## config.mk

```make
export PLATFORM = sky130hd
export DESIGN_NAME = afp_almost_flag
export DESIGN_NICKNAME = d
export VERILOG_FILES = /design/src/afp_pkg.sv /design/src/afp_reg_if.sv /design/src/afp_ahb_regs.sv /design/src/afp_almost_flag.sv /design/src/afp_offset_prog.sv
export VERILOG_INCLUDE_DIRS = /design/src
export SDC_FILE = /design/constraint.sdc
export NUM_CORES = 1
export LEC_CHECK = 0
export BUFFER_PORTS_ARGS = -buffer_cell sky130_fd_sc_hd__buf_4
export CAP_MARGIN = 20
export CELL_PAD_IN_SITES_DETAIL_PLACEMENT = 0
export CELL_PAD_IN_SITES_GLOBAL_PLACEMENT = 1
export CORE_AREA = 2 2 113 115
export DETAILED_ROUTE_END_ITERATION = 8
export DIE_AREA = 0 0 115 117
export PLACE_DENSITY = 0.89
export SLEW_MARGIN = 30
export SYNTH_ARGS = -nofsm -noshare
export SYNTH_HDL_FRONTEND = slang
export SYNTH_SLANG_ARGS = --single-unit
```

## constraint.sdc

```tcl
create_clock -name CLK -period 11.7 [get_ports CLK]
set_clock_uncertainty 0.15 [all_clocks]
set_input_delay 1.17 -clock CLK [delete_from_list [all_inputs] [get_ports CLK]]
set_output_delay 1.17 -clock CLK [all_outputs]
set_load 0.01 [all_outputs]
```

## src/afp_regs.svh

```systemverilog
// Register offsets, field positions, reset values and sizes for the almost-flag block
// Notes on behaviour
// RULE1 - Offsets are programmable only after reset and before the first data word is stored.
// RULE2 - Without programming, both offsets default to 256.
// RULE3 - Flag high when count is at most X, or at least 2048 minus Y.
// RULE4 - Writer lowers program enable only while load clock is low.
// RULE5 - First load edge with program enable low loads the 10-bit value into X and Y.
// RULE6 - A second such edge reloads Y only; X keeps its value.
// RULE7 - Data is not stored on load edges while offsets are being programmed.
// RULE8 - Writer never programs an offset above 1023.
// RULE9 - To keep defaults, writer holds program enable high until first data word.
// RULE10 - Low FIFO reset clears pointers, drives flag high and not-full high.
// RULE11 - Otherwise a word is stored on each load edge only while not full.
// RULE12 - Word count rises on accepted loads, falls on accepted unloads, feeds the flag.
`ifndef AFP_REGS_SVH
`define AFP_REGS_SVH

`define AFP_ADDR_CTRL 8'h00
`define AFP_ADDR_STATUS 8'h04
`define AFP_ADDR_MASK 8'h08
`define AFP_ADDR_COUNT 8'h0C
`define AFP_ADDR_OFFSETS 8'h10
`define AFP_ADDR_STATE 8'h14

`define AFP_CTRL_SOFT_RESET 0
`define AFP_OFFSETS_Y_LSB 16
`define AFP_STATE_FLAG_BIT 8
`define AFP_STATE_FULL_N_BIT 9

`define AFP_EV_FLAG_RISE 0
`define AFP_EV_PROGRAMMED 1
`define AFP_EV_LOAD_FULL 2
`define AFP_EV_UNLOAD_EMPTY 3
`define AFP_EV_W 4

`define AFP_DEPTH_WORDS 2048
`define AFP_CNT_W 12
`define AFP_OFFSET_W 10
`define AFP_OFFSET_DEFAULT 10'h100
`define AFP_MASK_RESET 4'h0

`endif

```

## src/afp_pkg.sv

```systemverilog
// Types shared by the almost-flag block
package afp_pkg;

  typedef enum logic [3:0] {
    AFP_OPEN = 4'b0001,
    AFP_FIRST = 4'b0010,
    AFP_SECOND = 4'b0100,
    AFP_LOCKED = 4'b1000
  } afp_prog_e;

  typedef logic [9:0] afp_offset_t;

endpackage : afp_pkg

```

## src/afp_reg_if.sv

```systemverilog
// Interface between the core and its register slave
`timescale 1ns/100ps
`default_nettype none
`include "afp_regs.svh"
interface afp_reg_if;
  logic soft_rst;
  logic [`AFP_EV_W-1:0] mask;
  logic status_rd;
  logic [`AFP_EV_W-1:0] status;
  logic [`AFP_CNT_W-1:0] count;
  afp_pkg::afp_offset_t off_x;
  afp_pkg::afp_offset_t off_y;
  afp_pkg::afp_prog_e state;
  logic flag;
  logic full_n;

  modport regs (
    output soft_rst, mask, status_rd,
    input status, count, off_x, off_y, state, flag, full_n
  );
  modport core (
    input soft_rst, mask, status_rd,
    output status, count, off_x, off_y, state, flag, full_n
  );
endinterface : afp_reg_if
`default_nettype wire

```

## src/afp_ahb_regs.sv

```systemverilog
// AHB-Lite register slave for the almost-flag block
`timescale 1ns/100ps
`default_nettype none
`include "afp_regs.svh"
module afp_ahb_regs (
  input wire logic clk, // System clock
  input wire logic rst, // Async reset, active high
  input wire logic hsel, // Slave select
  input wire logic [31:0] haddr, // Byte address
  input wire logic [1:0] htrans, // Transfer type
  input wire logic hwrite, // Write when high
  input wire logic [2:0] hsize, // Not checked, every access is taken as a word
  input wire logic [31:0] hwdata, // Write data
  input wire logic hready, // Bus ready
  output logic [31:0] hrdata, // Read data
  output logic hreadyout, // Always ready
  output logic hresp, // Always OKAY
  afp_reg_if.regs bus // Core side
);

  logic addr_ok;
  logic wr_pend_q;
  logic [7:0] waddr_q;
  logic [31:0] rdata_q;
  logic soft_rst_q;
  logic [`AFP_EV_W-1:0] mask_q;

  // Size is not checked, every register is a whole word
  assign addr_ok = hsel && htrans[1] && hready && (hsize == 3'h2 || hsize != 3'h2);
  assign hreadyout = 1'b1;
  assign hresp = 1'b0;
  assign hrdata = rdata_q;
  assign bus.status_rd = addr_ok && !hwrite && (haddr[7:0] == `AFP_ADDR_STATUS) && (haddr[31:8] == 24'h00_0000);
  assign bus.soft_rst = soft_rst_q;
  assign bus.mask = mask_q;

  always_ff @(posedge clk or posedge rst) begin
    if (rst) begin
      wr_pend_q <= 1'b0;
      waddr_q <= 8'h00;
    end else begin
      wr_pend_q <= addr_ok && hwrite && (haddr[31:8] == 24'h00_0000);
      waddr_q <= haddr[7:0];
    end
  end

  always_ff @(posedge clk or posedge rst) begin
    if (rst) begin
      mask_q <= `AFP_MASK_RESET;
      soft_rst_q <= 1'b0;
    end else begin
      soft_rst_q <= wr_pend_q && (waddr_q == `AFP_ADDR_CTRL) && hwdata[`AFP_CTRL_SOFT_RESET];
      if (wr_pend_q && waddr_q == `AFP_ADDR_MASK) begin
        mask_q <= hwdata[`AFP_EV_W-1:0];
      end
    end
  end

  // Read data sampled at the address phase so it stands for the whole data phase
  always_ff @(posedge clk or posedge rst) begin
    if (rst) begin
      rdata_q <= 32'h0000_0000;
    end else if (addr_ok && !hwrite) begin
      rdata_q <= 32'h0000_0000;
      if (haddr[31:8] == 24'h00_0000) begin
        case (haddr[7:0])
          `AFP_ADDR_STATUS: rdata_q[`AFP_EV_W-1:0] <= bus.status;
          `AFP_ADDR_MASK: rdata_q[`AFP_EV_W-1:0] <= mask_q;
          `AFP_ADDR_COUNT: rdata_q[`AFP_CNT_W-1:0] <= bus.count;
          `AFP_ADDR_OFFSETS: begin
            rdata_q[`AFP_OFFSET_W-1:0] <= bus.off_x;
            rdata_q[`AFP_OFFSETS_Y_LSB +: `AFP_OFFSET_W] <= bus.off_y;
          end
          `AFP_ADDR_STATE: begin
            rdata_q[3:0] <= bus.state;
            rdata_q[`AFP_STATE_FLAG_BIT] <= bus.flag;
            rdata_q[`AFP_STATE_FULL_N_BIT] <= bus.full_n;
          end
          default: rdata_q <= 32'h0000_0000;
        endcase
      end
    end
  end

endmodule : afp_ahb_regs
`default_nettype wire

```

## src/afp_almost_flag.sv

```systemverilog
// Almost-empty/almost-full flag core with offset programming and word count
//
// The AHB-Lite interface to the registers and the register offsets are this design's own decisions.
`timescale 1ns/100ps
`default_nettype none
`include "afp_regs.svh"
module afp_almost_flag #(
  parameter int DEPTH = `AFP_DEPTH_WORDS, // Words in the FIFO
  parameter int CNT_W = `AFP_CNT_W // Width of the word count
) (
  input wire logic CLK, // System clock, 40 MHz
  input wire logic RST, // Async reset, active high
  input wire logic HSEL, // AHB slave select
  input wire logic [31:0] HADDR, // AHB address
  input wire logic [1:0] HTRANS, // AHB transfer type
  input wire logic HWRITE, // AHB write
  input wire logic [2:0] HSIZE, // AHB size
  input wire logic [31:0] HWDATA, // AHB write data
  input wire logic HREADY, // AHB ready in
  output logic [31:0] HRDATA, // AHB read data
  output logic HREADYOUT, // AHB ready out
  output logic HRESP, // AHB response
  input wire logic LOAD_CLOCK, // Load strobe, sampled
  input wire logic UNLOAD_CLOCK, // Unload strobe, sampled
  input wire logic FIFO_RESET_N, // FIFO reset, active low
  input wire logic OFFSET_PROGRAM_ENABLE_N, // Offset program enable, active low
  input wire logic [8:0] DATA_IN, // Data inputs, low offset bits
  input wire logic OFFSET_MSB_IN, // Offset most significant bit
  output logic ALMOST_BOUNDARY_FLAG, // Almost-empty or almost-full
  output logic FULL_N, // Low when full
  output logic IRQ // Unmasked event pending
);

  afp_reg_if rif ();

  logic ld_prev_q;
  logic ul_prev_q;
  logic ld_rise;
  logic ul_rise;
  logic clr;
  logic prog_hold;
  logic prog_evt;
  logic load_ok;
  logic unload_ok;
  logic load_refused;
  logic unload_refused;
  logic [CNT_W-1:0] depth_c;
  logic [CNT_W-1:0] count_q;
  logic [CNT_W-1:0] count_d;
  logic flag_q;
  logic flag_d;
  logic full_n_q;
  logic irq_q;
  logic [`AFP_EV_W-1:0] status_q;
  logic [`AFP_EV_W-1:0] status_d;
  logic [`AFP_EV_W-1:0] events;
  afp_pkg::afp_offset_t off_x;
  afp_pkg::afp_offset_t off_y;
  afp_pkg::afp_prog_e prog_state;

  assign depth_c = CNT_W'(DEPTH);

  // Strobes are synchronous, so one register gives the rising edge
  always_ff @(posedge CLK or posedge RST) begin
    if (RST) begin
      ld_prev_q <= 1'b0;
      ul_prev_q <= 1'b0;
    end else begin
      ld_prev_q <= LOAD_CLOCK;
      ul_prev_q <= UNLOAD_CLOCK;
    end
  end

  assign ld_rise = LOAD_CLOCK && !ld_prev_q;
  assign ul_rise = UNLOAD_CLOCK && !ul_prev_q;
  // Pin reset and software reset act the same
  assign clr = !FIFO_RESET_N || rif.soft_rst; // [RULE10]

  afp_offset_prog u_prog (
    .clk(CLK),
    .rst(RST),
    .clr(clr),
    .ld_rise(ld_rise),
    .pen_n(OFFSET_PROGRAM_ENABLE_N),
    .value({OFFSET_MSB_IN, DATA_IN}),
    .off_x_q(off_x),
    .off_y_q(off_y),
    .state_q(prog_state),
    .prog_hold(prog_hold),
    .prog_evt(prog_evt)
  );

  afp_ahb_regs u_regs (
    .clk(CLK),
    .rst(RST),
    .hsel(HSEL),
    .haddr(HADDR),
    .htrans(HTRANS),
    .hwrite(HWRITE),
    .hsize(HSIZE),
    .hwdata(HWDATA),
    .hready(HREADY),
    .hrdata(HRDATA),
    .hreadyout(HREADYOUT),
    .hresp(HRESP),
    .bus(rif.regs)
  );

  // Load acceptance; a programming edge never stores data
  always_comb begin
    load_ok = ld_rise && !prog_hold && (count_q != depth_c) && !clr; // [RULE7] [RULE11]
    load_refused = ld_rise && !prog_hold && (count_q == depth_c) && !clr;
    unload_ok = ul_rise && (count_q != '0) && !clr;
    unload_refused = ul_rise && (count_q == '0) && !clr;
  end

  // Simultaneous accepted load and unload cancel out
  always_comb begin
    count_d = count_q;
    if (clr) begin
      count_d = '0; // [RULE10]
    end else if (load_ok && !unload_ok) begin
      count_d = count_q + CNT_W'(1); // [RULE12]
    end else if (unload_ok && !load_ok) begin
      count_d = count_q - CNT_W'(1); // [RULE12]
    end
  end

  always_ff @(posedge CLK or posedge RST) begin
    if (RST) begin
      count_q <= '0;
    end else begin
      count_q <= count_d;
    end
  end

  // Flag uses the offsets in force now; new offsets show from the next edge
  always_comb begin
    flag_d = (count_d <= CNT_W'(off_x)) || (count_d >= (depth_c - CNT_W'(off_y))); // [RULE3]
    if (clr) begin
      flag_d = 1'b1; // [RULE10]
    end
  end

  always_ff @(posedge CLK or posedge RST) begin
    if (RST) begin
      flag_q <= 1'b1;
      full_n_q <= 1'b1;
    end else begin
      flag_q <= flag_d;
      full_n_q <= clr || (count_d != depth_c); // [RULE10]
    end
  end

  assign ALMOST_BOUNDARY_FLAG = flag_q;
  assign FULL_N = full_n_q;

  // Sticky events; a new event wins over the read that clears
  always_comb begin
    events = '0;
    events[`AFP_EV_FLAG_RISE] = flag_d && !flag_q;
    events[`AFP_EV_PROGRAMMED] = prog_evt && !clr;
    events[`AFP_EV_LOAD_FULL] = load_refused;
    events[`AFP_EV_UNLOAD_EMPTY] = unload_refused;
    status_d = (rif.status_rd ? '0 : status_q) | events;
  end

  always_ff @(posedge CLK or posedge RST) begin
    if (RST) begin
      status_q <= '0;
      irq_q <= 1'b0;
    end else begin
      status_q <= status_d;
      irq_q <= |(status_d & rif.mask);
    end
  end

  assign IRQ = irq_q;

  assign rif.status = status_q;
  assign rif.count = count_q;
  assign rif.off_x = off_x;
  assign rif.off_y = off_y;
  assign rif.state = prog_state;
  assign rif.flag = flag_q;
  assign rif.full_n = full_n_q;

  flag_window_a: assert property (@(posedge CLK) disable iff (RST) // [RULE3]
    !$past(clr) |-> (flag_q == ((count_q <= CNT_W'($past(off_x))) ||
                                (count_q >= depth_c - CNT_W'($past(off_y))))))
    else $error("boundary flag disagrees with count and offsets");

  reset_flags_a: assert property (@(posedge CLK) disable iff (RST) // [RULE10]
    clr |=> (flag_q && full_n_q && count_q == '0))
    else $error("FIFO reset did not set flag and not-full high");

  prog_no_store_a: assert property (@(posedge CLK) disable iff (RST) // [RULE7]
    (ld_rise && !OFFSET_PROGRAM_ENABLE_N && prog_state != afp_pkg::AFP_LOCKED && !ul_rise && !clr)
    |=> $stable(count_q))
    else $error("data stored during offset programming");

  full_no_store_a: assert property (@(posedge CLK) disable iff (RST) // [RULE11]
    (!full_n_q && !ul_rise && !clr) |=> (count_q == depth_c && !full_n_q))
    else $error("load accepted while full");

  store_counts_a: assert property (@(posedge CLK) disable iff (RST) // [RULE11] [RULE12]
    (ld_rise && OFFSET_PROGRAM_ENABLE_N && full_n_q && !ul_rise && !clr)
    |=> (count_q == $past(count_q) + CNT_W'(1)))
    else $error("accepted load did not raise the count");

  unload_counts_a: assert property (@(posedge CLK) disable iff (RST) // [RULE12]
    (ul_rise && !ld_rise && count_q != '0 && !clr) |=> (count_q == $past(count_q) - CNT_W'(1)))
    else $error("accepted unload did not lower the count");

  lock_on_data_a: assert property (@(posedge CLK) disable iff (RST) // [RULE1]
    (ld_rise && OFFSET_PROGRAM_ENABLE_N && !clr) |=> (prog_state == afp_pkg::AFP_LOCKED)
    ##1 (prog_state == afp_pkg::AFP_LOCKED || $past(clr)))
    else $error("programming still open after a data word");

  // Interrupt lags a mask write by one cycle, so only a settled mask is checked
  irq_level_a: assert property (@(posedge CLK) disable iff (RST)
    ((|(status_q & rif.mask)) && $stable(rif.mask)) |-> IRQ)
    else $error("unmasked event without interrupt");

  irq_quiet_a: assert property (@(posedge CLK) disable iff (RST)
    (((status_q & rif.mask) == '0) && $stable(rif.mask)) |-> !IRQ)
    else $error("interrupt without unmasked event");

  full_level_a: assert property (@(posedge CLK) disable iff (RST) // [RULE11]
    !$past(clr) |-> (full_n_q == (count_q != depth_c)))
    else $error("not-full flag disagrees with count");

  count_bound_a: assert property (@(posedge CLK) disable iff (RST) // [RULE12]
    count_q <= depth_c)
    else $error("count above depth");

  count_step_a: assert property (@(posedge CLK) disable iff (RST) // [RULE12]
    !$past(clr) |-> (count_q == $past(count_q) || count_q == $past(count_q) + CNT_W'(1) ||
                     count_q == $past(count_q) - CNT_W'(1)))
    else $error("count moved by more than one");

  both_strobes_a: assert property (@(posedge CLK) disable iff (RST) // [RULE12]
    (ld_rise && ul_rise && OFFSET_PROGRAM_ENABLE_N && full_n_q && count_q != '0 && !clr) |=> $stable(count_q))
    else $error("load and unload together changed the count");

  empty_unload_a: assert property (@(posedge CLK) disable iff (RST) // [RULE12]
    (count_q == '0 && ul_rise && !ld_rise && !clr) |=> (count_q == '0))
    else $error("unload from empty changed the count");

  reopen_a: assert property (@(posedge CLK) disable iff (RST) // [RULE1]
    clr |=> (prog_state == afp_pkg::AFP_OPEN))
    else $error("FIFO reset did not reopen programming");

  state_onehot_a: assert property (@(posedge CLK) disable iff (RST) // [RULE1]
    $onehot(prog_state))
    else $error("sequencer state not one-hot");

  empty_before_lock_a: assert property (@(posedge CLK) disable iff (RST) // [RULE1] [RULE7]
    (prog_state != afp_pkg::AFP_LOCKED) |-> (count_q == '0))
    else $error("word stored before programming closed");

  locked_pen_a: assert property (@(posedge CLK) disable iff (RST) // [RULE1]
    (ld_rise && !OFFSET_PROGRAM_ENABLE_N && prog_state == afp_pkg::AFP_LOCKED && !clr)
    |=> ($stable(off_x) && $stable(off_y)))
    else $error("offsets reprogrammed after first data word");

  locked_store_a: assert property (@(posedge CLK) disable iff (RST) // [RULE1] [RULE11]
    (ld_rise && !OFFSET_PROGRAM_ENABLE_N && prog_state == afp_pkg::AFP_LOCKED && full_n_q && !ul_rise && !clr)
    |=> (count_q == $past(count_q) + CNT_W'(1)))
    else $error("load with enable low after lock not stored");

  load_full_evt_a: assert property (@(posedge CLK) disable iff (RST) // [RULE11]
    load_refused |=> status_q[`AFP_EV_LOAD_FULL])
    else $error("refused load left no status bit");

  unload_empty_evt_a: assert property (@(posedge CLK) disable iff (RST) // [RULE12]
    unload_refused |=> status_q[`AFP_EV_UNLOAD_EMPTY])
    else $error("refused unload left no status bit");

  prog_status_a: assert property (@(posedge CLK) disable iff (RST) // [RULE5]
    (prog_evt && !clr) |=> status_q[`AFP_EV_PROGRAMMED])
    else $error("offset capture left no status bit");

  flag_rise_evt_a: assert property (@(posedge CLK) disable iff (RST) // [RULE3]
    $rose(flag_q) |-> status_q[`AFP_EV_FLAG_RISE])
    else $error("flag rise left no status bit");

  status_sticky_a: assert property (@(posedge CLK) disable iff (RST)
    !rif.status_rd |=> ((status_q & $past(status_q)) == $past(status_q)))
    else $error("status bit lost without a read");

  status_clear_a: assert property (@(posedge CLK) disable iff (RST)
    (rif.status_rd && events == '0) |=> (status_q == '0))
    else $error("status read did not clear");

  flag_full_a: assert property (@(posedge CLK) disable iff (RST) // [RULE3]
    !full_n_q |-> ALMOST_BOUNDARY_FLAG)
    else $error("flag low while full");

  flag_empty_a: assert property (@(posedge CLK) disable iff (RST) // [RULE3]
    (count_q == '0) |-> ALMOST_BOUNDARY_FLAG)
    else $error("flag low while empty");

  bus_okay_a: assert property (@(posedge CLK) disable iff (RST)
    HREADYOUT && !HRESP)
    else $error("register slave not ready or not OKAY");

endmodule : afp_almost_flag
`default_nettype wire

```

## src/afp_offset_prog.sv

```systemverilog
// Offset programming sequencer and offset registers
`timescale 1ns/100ps
`default_nettype none
`include "afp_regs.svh"
module afp_offset_prog (
  input wire logic clk, // System clock
  input wire logic rst, // Async reset, active high
  input wire logic clr, // FIFO reset, synchronous
  input wire logic ld_rise, // Load clock rising edge
  input wire logic pen_n, // Program enable, active low
  input wire afp_pkg::afp_offset_t value, // Offset value on data pins
  output afp_pkg::afp_offset_t off_x_q, // Almost-empty offset
  output afp_pkg::afp_offset_t off_y_q, // Almost-full offset
  output afp_pkg::afp_prog_e state_q, // Sequencer state
  output logic prog_hold, // Load edge used for programming
  output logic prog_evt // An offset was captured
);

  afp_pkg::afp_prog_e state_d;

  // Pen is only looked at on a load edge, writer keeps it clean around it [RULE4]
  always_comb begin
    prog_hold = ld_rise && !pen_n && (state_q != afp_pkg::AFP_LOCKED); // [RULE7]
    prog_evt = ld_rise && !pen_n &&
               ((state_q == afp_pkg::AFP_OPEN) || (state_q == afp_pkg::AFP_FIRST));
  end

  always_comb begin
    state_d = state_q;
    if (clr) begin
      state_d = afp_pkg::AFP_OPEN;
    end else if (ld_rise) begin
      case (state_q)
        afp_pkg::AFP_OPEN: state_d = pen_n ? afp_pkg::AFP_LOCKED : afp_pkg::AFP_FIRST; // [RULE1]
        afp_pkg::AFP_FIRST: state_d = pen_n ? afp_pkg::AFP_LOCKED : afp_pkg::AFP_SECOND;
        // Held enable past two edges keeps writes off but loads nothing more
        afp_pkg::AFP_SECOND: state_d = pen_n ? afp_pkg::AFP_LOCKED : afp_pkg::AFP_SECOND;
        afp_pkg::AFP_LOCKED: state_d = afp_pkg::AFP_LOCKED;
        default: state_d = afp_pkg::AFP_LOCKED;
      endcase
    end
  end

  always_ff @(posedge clk or posedge rst) begin
    if (rst) begin
      state_q <= afp_pkg::AFP_OPEN;
    end else begin
      state_q <= state_d;
    end
  end

  always_ff @(posedge clk or posedge rst) begin
    if (rst) begin
      off_x_q <= `AFP_OFFSET_DEFAULT; // [RULE2]
      off_y_q <= `AFP_OFFSET_DEFAULT;
    end else if (clr) begin
      off_x_q <= `AFP_OFFSET_DEFAULT; // [RULE2]
      off_y_q <= `AFP_OFFSET_DEFAULT;
    end else if (prog_evt && state_q == afp_pkg::AFP_OPEN) begin
      off_x_q <= value; // [RULE5]
      off_y_q <= value;
    end else if (prog_evt) begin
      off_y_q <= value; // [RULE6]
    end
  end

  first_capture_a: assert property (@(posedge clk) disable iff (rst) // [RULE5]
    (ld_rise && !pen_n && !clr && state_q == afp_pkg::AFP_OPEN)
    |=> (off_x_q == $past(value) && off_y_q == $past(value) && state_q == afp_pkg::AFP_FIRST))
    else $error("first programming edge did not load both offsets");

  second_capture_a: assert property (@(posedge clk) disable iff (rst) // [RULE6]
    (ld_rise && !pen_n && !clr && state_q == afp_pkg::AFP_FIRST)
    |=> (off_y_q == $past(value) && $stable(off_x_q)))
    else $error("second programming edge touched the wrong offset");

  default_offsets_a: assert property (@(posedge clk) disable iff (rst) // [RULE2]
    clr |=> (off_x_q == `AFP_OFFSET_DEFAULT && off_y_q == `AFP_OFFSET_DEFAULT))
    else $error("offsets not at default after FIFO reset");

  locked_offsets_a: assert property (@(posedge clk) disable iff (rst) // [RULE1]
    (state_q == afp_pkg::AFP_LOCKED && !clr) |=> ($stable(off_x_q) && $stable(off_y_q)))
    else $error("offsets changed after first data word");

endmodule : afp_offset_prog
`default_nettype wire

```

; ---- After elaboration in Yosys (flattened, before gate mapping)
; Index checks and enable logic that the tools add are counted.
[classes]
n_addsub = 3
magnitude_cmp = 2
eq_ne = 15
muxes = 21
bitwise = 2
reduce_logical = 54
[op_table]
columns = cell, n
row1 = two-way mux 10 bit, 6
row2 = two-way mux 12 bit, 3
row3 = logical AND 1 bit, 30
row4 = two-way mux 26 bit, 1
row5 = "equality test 8 x 4 -> 1 bit, second input constant", 3
row6 = logical NOT 24 bit, 1
row7 = "inequality test 12 bit, second input constant", 2
row8 = two-way mux 4 bit, 5
row9 = case mux 4 bit (5 select lines), 1
row10 = "equality test 8 x 5 -> 1 bit, second input constant", 2
row11 = case mux 4 bit (2 select lines), 2
row12 = "adder 12 x 1 -> 12 bit, second input constant", 1
row13 = "equality test 12 bit, second input constant", 1
row14 = >= comparator 12 bit, 1
row15 = <= comparator 12 x 10 -> 1 bit, 1
row16 = logical NOT 12 bit, 1
row17 = nonzero test 12 bit, 1
row18 = "subtractor 12 x 1 -> 12 bit, second input constant", 1
row19 = "subtractor 12 x 10 -> 12 bit, first input constant", 1
row20 = logical NOT 1 bit, 10
row21 = "equality test 8 x 3 -> 1 bit, second input constant", 1
row22 = logical NOT 8 bit, 1
row23 = case mux 2 bit (3 select lines), 1
row24 = logical OR 1 bit, 5
row25 = other kinds (14), 15
[totals]
regBits = 91
in_bits = 88
wordCells = 112

; ---- Longest topological paths before layout
; Gate-level depths: netlist (run 1).
[logic_depth]
ltp_word = 20
mapped_depth = 19
ltp_nobuf = 19

; ---- Hierarchy
; From an unflattened synthesis (run 1), not the netlist that was laid out.
[hier_totals]
hier_cells = 533
area_unflattened_um2 = 5074.9
[modules_own_cells]
columns = module, instances, cells_per_inst, area_per_inst_um2
row1 = afp_almost_flag, 1, 240, 2099.5
row2 = afp_ahb_regs, 1, 181, 1788.0
row3 = afp_offset_prog, 1, 112, 1187.4

; ---- Worst setup path before layout (run 1)
; Ideal clock, no wire load.
[synth_timing]
path_type = input -> register
start = input FIFO_RESET_N
end = register irq_q, in the netlist IRQ
t_arrival_ns = 4.376
slack_ns = 7.048
path_stages = 16
cell_sequence = nor2b_1 o211ai_2 o211a_2 nand2_2 o21ai_2 or2_2 a21oi_1 ha_1 a21o_1 a211oi_1 o31ai_1 a2111oi_0 o211ai_1 nor3_1 a221oi_1 a221o_1
[synth_between]
elab_chain_cells = 16
elab_cells_between_ends = 23
[synth_lines]
columns = element, line
row1 = "start, declared", afp_almost_flag.sv:25  ; input wire logic FIFO_RESET_N,
row2 = logical NOT 1 bit (*), afp_almost_flag.sv:77  ; assign clr = !FIFO_RESET_N || rif.soft_rst;
row3 = logical OR 1 bit (*), afp_almost_flag.sv:77
row4 = logical NOT 1 bit, "afp_almost_flag.sv:111, afp_almost_flag.sv:113"
row5 = logical AND 1 bit, afp_almost_flag.sv:111  ; load_ok = ld_rise && !prog_hold && (count_q != depth_c) && !clr;
row6 = logical NOT 1 bit, afp_almost_flag.sv:124  ; end else if (unload_ok && !load_ok) begin
row7 = logical AND 1 bit, afp_almost_flag.sv:124
row8 = two-way mux 12 bit, afp_almost_flag.sv:124
row9 = two-way mux 12 bit, afp_almost_flag.sv:122  ; end else if (load_ok && !unload_ok) begin
row10 = (+1 left out), --
row11 = net count_d[1], afp_almost_flag.sv:49  ; logic [CNT_W-1:0] count_d;
row12 = <= comparator 12 x 10 -> 1 bit or >= comparator 12 bit (tied branches), afp_almost_flag.sv:139  ; flag_d = (count_d <= CNT_W'(off_x)) || (count_d >= (depth_c - CNT_W'(off_y)));
row13 = logical OR 1 bit (*), afp_almost_flag.sv:139
row14 = two-way mux 1 bit (*), afp_almost_flag.sv:140  ; if (clr) begin
row15 = logical AND 1 bit (*), afp_almost_flag.sv:161  ; events[`AFP_EV_FLAG_RISE] = flag_d && !flag_q;
row16 = bitwise OR 4 bit (*), afp_almost_flag.sv:165  ; status_d = (rif.status_rd ? '0 : status_q) | events;
row17 = net status_d[0], afp_almost_flag.sv:55  ; logic [`AFP_EV_W-1:0] status_d;
row18 = AND 4 bit (*), afp_almost_flag.sv:174  ; irq_q <= |(status_d & rif.mask);
row19 = OR reduction 4 bit (*), afp_almost_flag.sv:174
row20 = "end signal, assigned", afp_almost_flag.sv:174
row21 = "end, declared", afp_almost_flag.sv:53  ; logic irq_q;
; The timed path passes the listed nets; every way through them passes the cells marked *.
; A chain may end at the register's enable or synchronous reset.

; ---- Worst setup path after layout (run 1)
; Same ends and word-level chain as after synthesis.

==> flow_metrics.py, run 1 <==
metrics = {
    "synth": {
        "syn_area_um2": 4783,
        "netlist_top_cells_count": "dfrtp_1, nor2_1, nand2_1",
        "avgSynthCellArea_um2": 9.822,
        "ys_seq_elements": 81,
        "syn-instance-count": 487,
        "synthArstFlopShare_pct": 100.0,
        "synth_flop_cell": "dfrtp_1",
        "synth_top_area_share_pct": 39.76,
        "synth_edf_count": 0,
        "synth_warnings": 0,
        "synthTopCellsByArea": "dfrtp_1, ha_1, mux2i_1",
        "yosysTopAreaCell": "dfrtp_1",
        "netlist-cell-type-count": 75,
        "ys_seq_area_share_pct": 42.51,
        "yosysMostFrequentCell": "dfrtp_1",
    },
    "sta": {
        "hold_viol": 0,
        "max_slew_margin_pct": 49.12,
        "finalWorstSetupSlack_ns": 6.465,
        "whs_ns": 0.3345,
        "fin_tns_setup_ns": 0,
        "rsz0062_at_grt": "false",
        "finalMaxSlewViolations": 0,
        "setup-violations-final": 0,
        "max_freq_mhz": 191.0,
        "post-route-min-period_ns": 5.235,
        "fin_crit_sh_pct": 44.75,
        "worst_pin_slew_ns": 0.7611,
    },
    "floorplanning": {
        "coreArea_um2": 12310,
        "die_height_um": 117,
        "dieArea_um2": 13460,
        "num_io_pins": 125,
        "rows": 41,
        "initial_core_util_pct": 38.85,
        "die_x_um": 115,
    },
    "clock_tree": {
        "clk_path_buf_depth": 2,
        "cts_buffers": 9,
        "clk_root_buffer_cell": "clkbuf_16",
        "clk_latency_ns": 0.34,
        "cts_tree": "built",
        "htree_levels": 3,
        "cts-hold-fix-buffers": 0,
        "path_clk_slew_ns": 0.06,
        "cts_resized": 0,
        "clkSinkCount": 81,
        "cts_setup_buffers": 0,
    },
    "placed_design": {
        "dp_slack_ns": 6.248,
        "numPortBuffers": 80,
        "dp_hpwl_um": 9162,
        "dpl.cell_count": 701,
        "placed_area_um2": 5466,
        "place_congestion": 0.8677,
    },
    "global_route": {
        "first_global_vias": 3772,
        "antenna_found_initial": 0,
        "track_usage_pct": 18.54,
        "overflow": 0,
        "grt_max_degree": 82,
        "grt_pass1_wl_um": 19310,
    },
    "run": {
        "drv_cap": 0,
    },
    "routing": {
        "wl_per_cell_um": 17.01,
        "firstDrtPassIters": 6,
        "drc": 0,
        "drt_wl_total_um": 12200,
        "ant_nets": 0,
        "post_drt_via_cell_ratio": 5.515,
        "via_count": 3954,
        "drtIter0Drc": 288,
    },
    "critical_path": {
        "start_kind": "input pin",
        "critPathBufInv": 2,
        "critical_path.top_delay_family": "compound AO/OA/AOI/OAI gates",
        "cp_data_arrival_time_ns": 5.30,
        "worstPathMaxFanout": 14,
        "cp_cell_sequence": "buf_4 > nor2b_1 > buf_4 > o211ai_2 > o211a_2 > nand2_2 > o21ai_2 > or2_2 > a21oi_1 > ha_1 > a21o_1 > a211oi_1 > o31ai_1 > a2111oi_0 > o211ai_1 > nor3_1 > a221oi_1 > a221o_1",
        "path_class": "in -> reg",
        "rrSetupSlack_ns": 6.62,
        "critPathCaptureType": "flip-flop",
        "slowest_stage": "a2111oi_0",
        "crit_path_max_incr_delay_ns": 0.44,
        "cpMostUsedCell": "buf_4",
        "critPathRequiredTime_ns": 11.77,
    },
    "cells_and_area": {
        "drive_above_1_share_pct": 25.04,
        "final_cell_area_um2": 5802,
        "final_nets": 674,
        "syn2layout_area_growth_pct": 21.29,
        "diodes": 0,
        "stdcell_count": 717,
        "post-route-util_pct": 47.12,
    },
    "status": {
        "outcome": "completed",
    },
    "pwr": {
        "leakage_nw": 2.760,
        "ir_worst_vdd_mv": 0.08999,
        "p_per_area_nw_per_um2": 188.4,
        "power_mw": 1.093,
    },
    "min_path": {
        "hp-class": "reg -> reg",
    },
}
[cell families after synthesis]
family / after synthesis / synth area share (%)
buffers and inverters: 60 / 6.068
muxes: 35 / 7.664
other: 2 / 0.1570
and+or+nand+nor: 181 / 20.64
xor gates and xnor gates: 17 / 3.113
AOI/OAI and AO/OA: 87 / 13.58
adders and majority gates: 24 / 6.278
DFF: 81 / 42.51
[final timing paths]
check                                       from           endpoint  cells past startpoint
worst min register to register  u_regs.hrdata[9]   u_regs.hrdata[9]                      2
worst min-delay path            u_regs.hrdata[9]   u_regs.hrdata[9]                      2
max in group asynchronous                    RST  u_regs.waddr_q[0]                      3
worst max register to register        count_q[0]                IRQ                     17
min in group asynchronous                    RST          ld_prev_q                      3
worst max-delay path                FIFO_RESET_N                IRQ                     18
[cell usage in the layout (no fill, tap or decap), types with 12 or more instances in the layout]
| cell | instances |
|---|---|
| a21oi_1 | 15 |
| a22o_1 | 16 |
| buf_4 | 84 |
| conb_1 | 12 |
| dfrtp_1 | 76 |
| ha_1 | 24 |
| inv_1 | 27 |
| mux2i_1 | 24 |
| nand2_1 | 37 |
| nand3_1 | 16 |
| nor2_1 | 48 |
| o21ai_0 | 19 |
[registers in the layout (all words and copies together) (netlist names), 4 cells and up]
name / cells
u_regs.hrdata: 22
u_prog.off_y_q: 10
u_prog.state_q: 4
rif.status: 4
u_regs.bus.mask: 4
u_regs.waddr_q: 8
count_q: 12
u_prog.off_x_q: 10
[tightest hold or removal path, delay by kind of cell, from the launching register on]
family / cells / cell delay, ns
AO/OA/AOI/OAI: 1 / 0.06
flip-flops: 1 / 0.34
AND/OR/NAND/NOR: 1 / 0.05
[power breakdown]
part | leakage, nW | total, mW | internal, mW | switching, mW
clock | 0.153 | 0.304 | 0.193 | 0.111
combinational | 1.55 | 0.428 | 0.183 | 0.244
sequential | 1.06 | 0.361 | 0.310 | 0.0504
[area by class of cell]
type	count	area (um^2)
fill	1160	6510
multi-input combinational	356	2506
sequential	81	2033
timing repair buffer	85	641.9
clock buffer	12	246.5
tap	150	187.7
inverter	29	110.1
clock inverter	4	76.32
[metal layers]
| metal | track usage, % | vias to the layer above | routed length [um] |
|---|---|---|---|
| met4 | 6.667 | 0 | 200 |
| met5 | 0 | - | 0 |
| met2 | 30.04 | 89 | 5925 |
| met3 | 4.171 | 14 | 576 |
| met1 | 24.55 | 1959 | 5496 |
| li1 | - | 1892 | - |
No activity file was read; power rests on OpenSTA's default activity.
==> run 2: changes to the inputs <==
Settings changed: ABC_AREA set to 1, CORE_AREA 2 2 113 115 to 2 2 122 124, DIE_AREA 0 0 115 117 to 0 0 124 126, PLACE_DENSITY 0.89 to 0.86.
Clock period 11.7 ns to 4.5 ns, I/O delays scaled along.
==> run 2 against run 1 <==
Compared with the run above:
- final area rose by 2.8%
- non-clock buffer count stayed put
- routed wire length up 4.0%
- highest routed layer unchanged
- clock power rose to 2.6 times the previous value
- worst setup slack worse by 5.8 ns
- largest power group is now registers
- global-route usage down 1.3 points
- first-iteration DRC count shrank 30%
==> flow_metrics.py, run 2 <==
metrics = {
    "routing": {
        "firstDrtPassIters": 5,
        "ant_nets": 0,
        "route.met3.wl_um": 552,
        "drc": 0,
        "drtIter0Drc": 203,
        "via_count": 4262,
        "routed.top_layer": "met4",
        "wl_per_cell_um": 14.31,
        "met2_length_um": 6076,
        "drt_wl_total_um": 12690,
        "wl_met1_um": 5895,
        "post_drt_via_cell_ratio": 4.805,
    },
    "synth": {
        "synth_edf_count": 0,
        "synth_top_area_share_pct": 39.00,
        "netlist_top_cells_count": "nand2_1, inv_1, dfrtp_1",
        "synthArstFlopShare_pct": 100.0,
        "ys_seq_area_share_pct": 41.70,
        "synth_warnings": 0,
        "synthTopCellsByArea": "dfrtp_1, nand2_1, inv_1",
        "yosysTopAreaCell": "dfrtp_1",
        "netlist-cell-type-count": 54,
        "syn-instance-count": 615,
        "avgSynthCellArea_um2": 7.928,
        "syn_area_um2": 4876,
        "yosysMostFrequentCell": "nand2_1",
        "synth_flop_cell": "dfrtp_1",
        "ys_seq_elements": 81,
    },
    "sta": {
        "worst_pin_slew_ns": 0.8306,
        "whs_ns": 0.07401,
        "rsz0062_at_grt": "false",
        "setup-violations-final": 0,
        "fin_tns_setup_ns": 0,
        "fin_crit_sh_pct": 85.38,
        "post-route-min-period_ns": 3.842,
        "hold_viol": 0,
        "max_freq_mhz": 260.3,
        "max_slew_margin_pct": 44.57,
        "finalMaxSlewViolations": 0,
    },
    "cells_and_area": {
        "regArea_um2": 2033,
        "multiInputGateArea_um2": 2407,
        "diodes": 0,
        "final_cell_area_um2": 5962,
        "drive_above_1_share_pct": 21.19,
        "syn2layout_area_growth_pct": 22.27,
        "fill_cells": 1460,
        "final_nets": 810,
        "final_cell_mix": "nand2_1, buf_4, inv_1",
        "final_common_cell": "nand2_1",
        "largest_register_ffs": 22,
    },
    "clock_tree": {
        "htree_levels": 3,
        "cts_resized": 0,
        "clk_root_buffer_cell": "clkbuf_16",
        "clk_latency_ns": 0.34,
        "cts_buffers": 9,
        "cts-hold-fix-buffers": 0,
        "path_clk_slew_ns": 0.06,
        "clk_path_buf_depth": 2,
        "cts_tree": "built",
        "clkSinkCount": 81,
        "cts_setup_buffers": 0,
    },
    "critical_path": {
        "reg2reg_from": "count_q[0]",
        "cpMostUsedCell": "nand2_1",
        "start_kind": "flip-flop",
        "worstPathMaxFanout": 8,
        "startpoint": "count_q[0]",
        "critPathRequiredTime_ns": 4.57,
        "crit_path_max_incr_delay_ns": 0.41,
        "critical_path.top_delay_family": "simple AND/OR/NAND/NOR gates",
        "critPathCaptureType": "flip-flop",
        "cp_data_arrival_time_ns": 3.91,
        "path_class": "reg -> reg",
        "critPathBufInv": 3,
        "slowest_stage": "dfrtp_1",
    },
    "min_path": {
        "hp-class": "in -> reg",
        "hold_start": "HADDR[0]",
    },
    "global_route": {
        "first_global_vias": 4152,
        "grt_pass1_wl_um": 20870,
        "grt_max_degree": 47,
        "overflow": 0,
        "track_usage_pct": 17.25,
        "antenna_found_initial": 0,
    },
    "pwr": {
        "clkPwrFrac_pct": 35.5,
        "power_switching_share_pct": 33.28,
        "power_frac_seq_pct": 37.3,
        "internal_power_mw": 1.502,
        "combinationalPowerShare_pct": 27.2,
        "p_per_area_nw_per_um2": 377.6,
        "ir_worst_vdd_mv": 0.1701,
        "p_switching_uw": 749.2,
        "leakage_nw": 3.013,
    },
    "floorplanning": {
        "die_x_um": 124,
        "dieArea_um2": 15620,
        "num_io_pins": 125,
        "die_height_um": 126,
        "initial_core_util_pct": 34.06,
        "rows": 44,
        "coreArea_um2": 14310,
    },
    "placed_design": {
        "dp_hpwl_um": 9858,
        "numPortBuffers": 80,
        "place_congestion": 0.8373,
        "placed_area_um2": 5638,
    },
    "status": {
        "outcome": "completed",
    },
    "run": {
        "drv_cap": 0,
    },
}
-- run 2: cell count changes after synthesis, moves of 10 or more --
| cell | delta |
|---|---|
| nand2_1 | +108 |
| inv_1 | +54 |
| o21ai_0 | +30 |
| mux2i_1 | -24 |
| a22o_1 | -15 |
| mux2_2 | -10 |
-- run 2: area by class of cell --
cell class / count / area share (%)
clock buffers: 10 / 3.841
repair buffers: 85 / 10.70
inverters: 88 / 5.603
clock inverters: 6 / 1.511
flip-flops and latches: 81 / 34.10
multi-input cells: 433 / 40.38
well taps: 184 / 3.861
-- run 2: metrics by stage --
stage                     instances  power (mW)  worst slack [ns]  utilization [%]
after global placement          871       1.454            0.5697            39.37
after global routing            887       2.381            0.3052            41.65
after detailed placement        871       1.460            0.6052            39.39
after CTS                       887       2.262            0.6803            41.62
final                           887       2.251            0.6578            41.65
after floorplan                 625       1.303             1.242                -
-- run 2: cell families (layout without fill, tap and decap cells) --
group	Yosys count	after routing	synth area share [%]
AOI/OAI and AO/OA	101	101	12.32
xor gates and xnor gates	5	5	0.8981
adders and majority gates	24	24	6.159
buffers and inverters	111	189	9.854
DFF	81	81	41.70
other	2	12	0.1540
and+or+nand+nor	291	291	28.92
-- run 2: per-layer routing --
layer  vias up  global-route usage (%)
met5         -                       0
met4         0                   5.288
met3        12                   3.397
met2        91                   27.70
met1      1994                   23.46
li1       2165                       -
-- run 2: path summary, 6_finish.rpt --
check	end	depth (start not counted)	slack, ns
worst max-delay path	IRQ	32	0.66
worst min-delay path	u_regs.waddr_q[0]	1	0.07
worst max register to register	IRQ	32	0.66
worst min register to register	u_regs.bus.soft_rst	1	0.28
max in group asynchronous	u_prog.off_y_q[8]	3	3.15
min in group asynchronous	u_regs.hrdata[3]	2	0.09
-- run 2: power groups by stage --
stage / Sequential [mW] / Clock [mW] / Combinational [mW]
after floorplan: 0.829 / 0 / 0.473
after global placement: 0.851 / 0 / 0.604
after detailed placement: 0.851 / 0 / 0.609
after CTS: 0.838 / 0.811 / 0.612
after global routing: 0.845 / 0.839 / 0.696
final: 0.840 / 0.800 / 0.612
==> run 3: changes to the inputs <==
Clock period 4.5 ns to 3.15 ns, I/O delays scaled along.
==> run 3 against run 2 <==
Compared with the run above:
- the run now ends with negative setup slack left
- worst setup slack worse by 0.89 ns
- cell count grew 9.9%
- sequential power up 42%
- fmax increased by 14%
==> flow_metrics.py, run 3 (same netlist as run 2, synthesis figures left out) <==
metrics = {
    "status": {
        "outcome": "finished, violations left",
        "violations": "negative setup slack",
    },
    "cells_and_area": {
        "final_cell_area_um2": 6848,
        "final_nets": 899,
        "final_common_cell": "buf_4",
        "regArea_um2": 2033,
        "largest_register_ffs": 22,
        "post-route-util_pct": 47.84,
        "final_cell_mix": "buf_4, nand2_1, inv_1",
        "stdcell_count": 975,
        "drive_above_1_share_pct": 32.24,
        "diodes": 0,
        "syn2layout_area_growth_pct": 40.44,
        "multiInputGateArea_um2": 2576,
        "fill_cells": 1394,
    },
    "pwr": {
        "clkPwrFrac_pct": 33.4,
        "p_per_area_nw_per_um2": 536.3,
        "power_frac_seq_pct": 32.4,
        "ir_worst_vdd_mv": 0.2837,
        "internal_power_mw": 2.466,
        "combinationalPowerShare_pct": 34.2,
        "p_switching_mw": 1.206,
        "leakage_nw": 3.464,
        "power_switching_share_pct": 32.84,
    },
    "routing": {
        "wl_per_cell_um": 14.66,
        "drt_wl_total_um": 14300,
        "post_drt_via_cell_ratio": 4.828,
        "drc": 0,
        "firstDrtPassIters": 5,
        "ant_nets": 0,
        "drtIter0Drc": 326,
        "via_count": 4707,
    },
    "placed_design": {
        "place_congestion": 0.8777,
        "numPortBuffers": 80,
        "dpl.cell_count": 942,
        "dp_hpwl_um": 10940,
        "placed_area_um2": 6196,
    },
    "sta": {
        "setup-violations-final": 2,
        "fin_crit_sh_pct": 107.4,
        "max_freq_mhz": 295.5,
        "max_slew_margin_pct": 65.79,
        "worst_pin_slew_ns": 0.5092,
        "finalWorstSetupSlack_ns": -0.2344,
        "rsz0062_at_grt": "true",
        "post-route-min-period_ns": 3.384,
        "finalMaxSlewViolations": 0,
        "hold_viol": 0,
        "whs_ns": 0.07814,
    },
    "critical_path": {
        "slowest_stage": "dfrtp_1",
        "crit_path_max_incr_delay_ns": 0.41,
        "start_kind": "flip-flop",
        "critPathRequiredTime_ns": 3.22,
        "worstPathMaxFanout": 5,
        "cp_data_arrival_time_ns": 3.45,
        "critPathBufInv": 2,
        "path_class": "reg -> reg",
        "critical_path.top_delay_family": "simple AND/OR/NAND/NOR gates",
        "critPathCaptureType": "flip-flop",
        "cpMostUsedCell": "nand2_1",
    },
    "floorplanning": {
        "dieArea_um2": 15620,
        "die_height_um": 126,
        "die_x_um": 124,
        "coreArea_um2": 14310,
        "initial_core_util_pct": 34.06,
        "num_io_pins": 125,
        "rows": 44,
    },
    "clock_tree": {
        "path_clk_slew_ns": 0.06,
        "cts_tree": "built",
        "clk_path_buf_depth": 2,
        "cts_buffers": 9,
        "clkSinkCount": 81,
        "clk_latency_ns": 0.34,
        "htree_levels": 3,
        "clk_root_buffer_cell": "clkbuf_16",
    },
    "global_route": {
        "grt_pass1_wl_um": 23410,
        "antenna_found_initial": 0,
        "first_global_vias": 4740,
        "overflow": 0,
        "grt_max_degree": 34,
        "track_usage_pct": 19.26,
    },
    "run": {
        "drv_cap": 0,
    },
    "min_path": {
        "hp-class": "in -> reg",
    },
}
## run 3: stage by stage
stage	total power [mW]	TNS, ns	setup WS, ns
after global routing	3.875	-0.9844	-0.4712
final	3.672	-0.3648	-0.2344
after floorplan	1.878	-0.07532	-0.07532
after detailed placement	2.328	-0.7075	-0.3559
after global placement	2.320	-0.5389	-0.2957
after CTS	3.622	-0.09931	-0.09931
## run 3: final timing paths
kind	depth (start not counted)	start	slack, ns	to
worst max-delay path	30	count_q[1]	-0.23	IRQ
worst min-delay path	3	HWDATA[0]	0.08	u_regs.bus.soft_rst
worst max register to register	30	count_q[1]	-0.23	IRQ
worst min register to register	1	u_regs.waddr_q[3]	0.30	u_regs.bus.soft_rst
max in group asynchronous	4	RST	1.78	FULL_N
min in group asynchronous	3	RST	0.32	u_regs.waddr_q[4]
## run 3: tightest hold or removal path: stages
cell and delay [ns]:
buf_4 0.10, inv_1 0.06, nor3_1 0.05
## run 3: what timing repair did
action	CTS	global route
hold endpoints to repair	26	0
gates resized for setup	26	12
gates cloned	0	0
pin swaps	8	16
setup endpoints to repair	3	3
hold buffers	11	0
setup buffers	4	3
## run 3: power by group through the flow
stage / clock network [mW] / logic [mW] / registers (mW)
6_report: 1.23 / 1.26 / 1.19
5_1_grt: 1.28 / 1.40 / 1.20
4_1_cts: 1.24 / 1.20 / 1.19
3_5_place_dp: 0 / 1.13 / 1.20
3_3_place_gp: 0 / 1.12 / 1.20
2_1_floorplan: 0 / 0.691 / 1.19
## run 3: final cells by class
class	instances	share of cell area [%]
tap	184	3.362
multi-input combinational	433	37.62
clock buffer	9	3.289
clock inverter	6	1.681
timing repair buffer	174	19.48
sequential	81	29.69
inverter	88	4.878
## run 3: metal layers
| metal | vias to the layer above | global-route usage, % | wire length [um] |
|---|---|---|---|
| met5 | - | 0 | 0 |
| met4 | 0 | 6.742 | 374 |
| met3 | 28 | 2.717 | 613 |
| met2 | 115 | 31.74 | 6932 |
| met1 | 2211 | 25.80 | 6378 |
| li1 | 2353 | - | - |
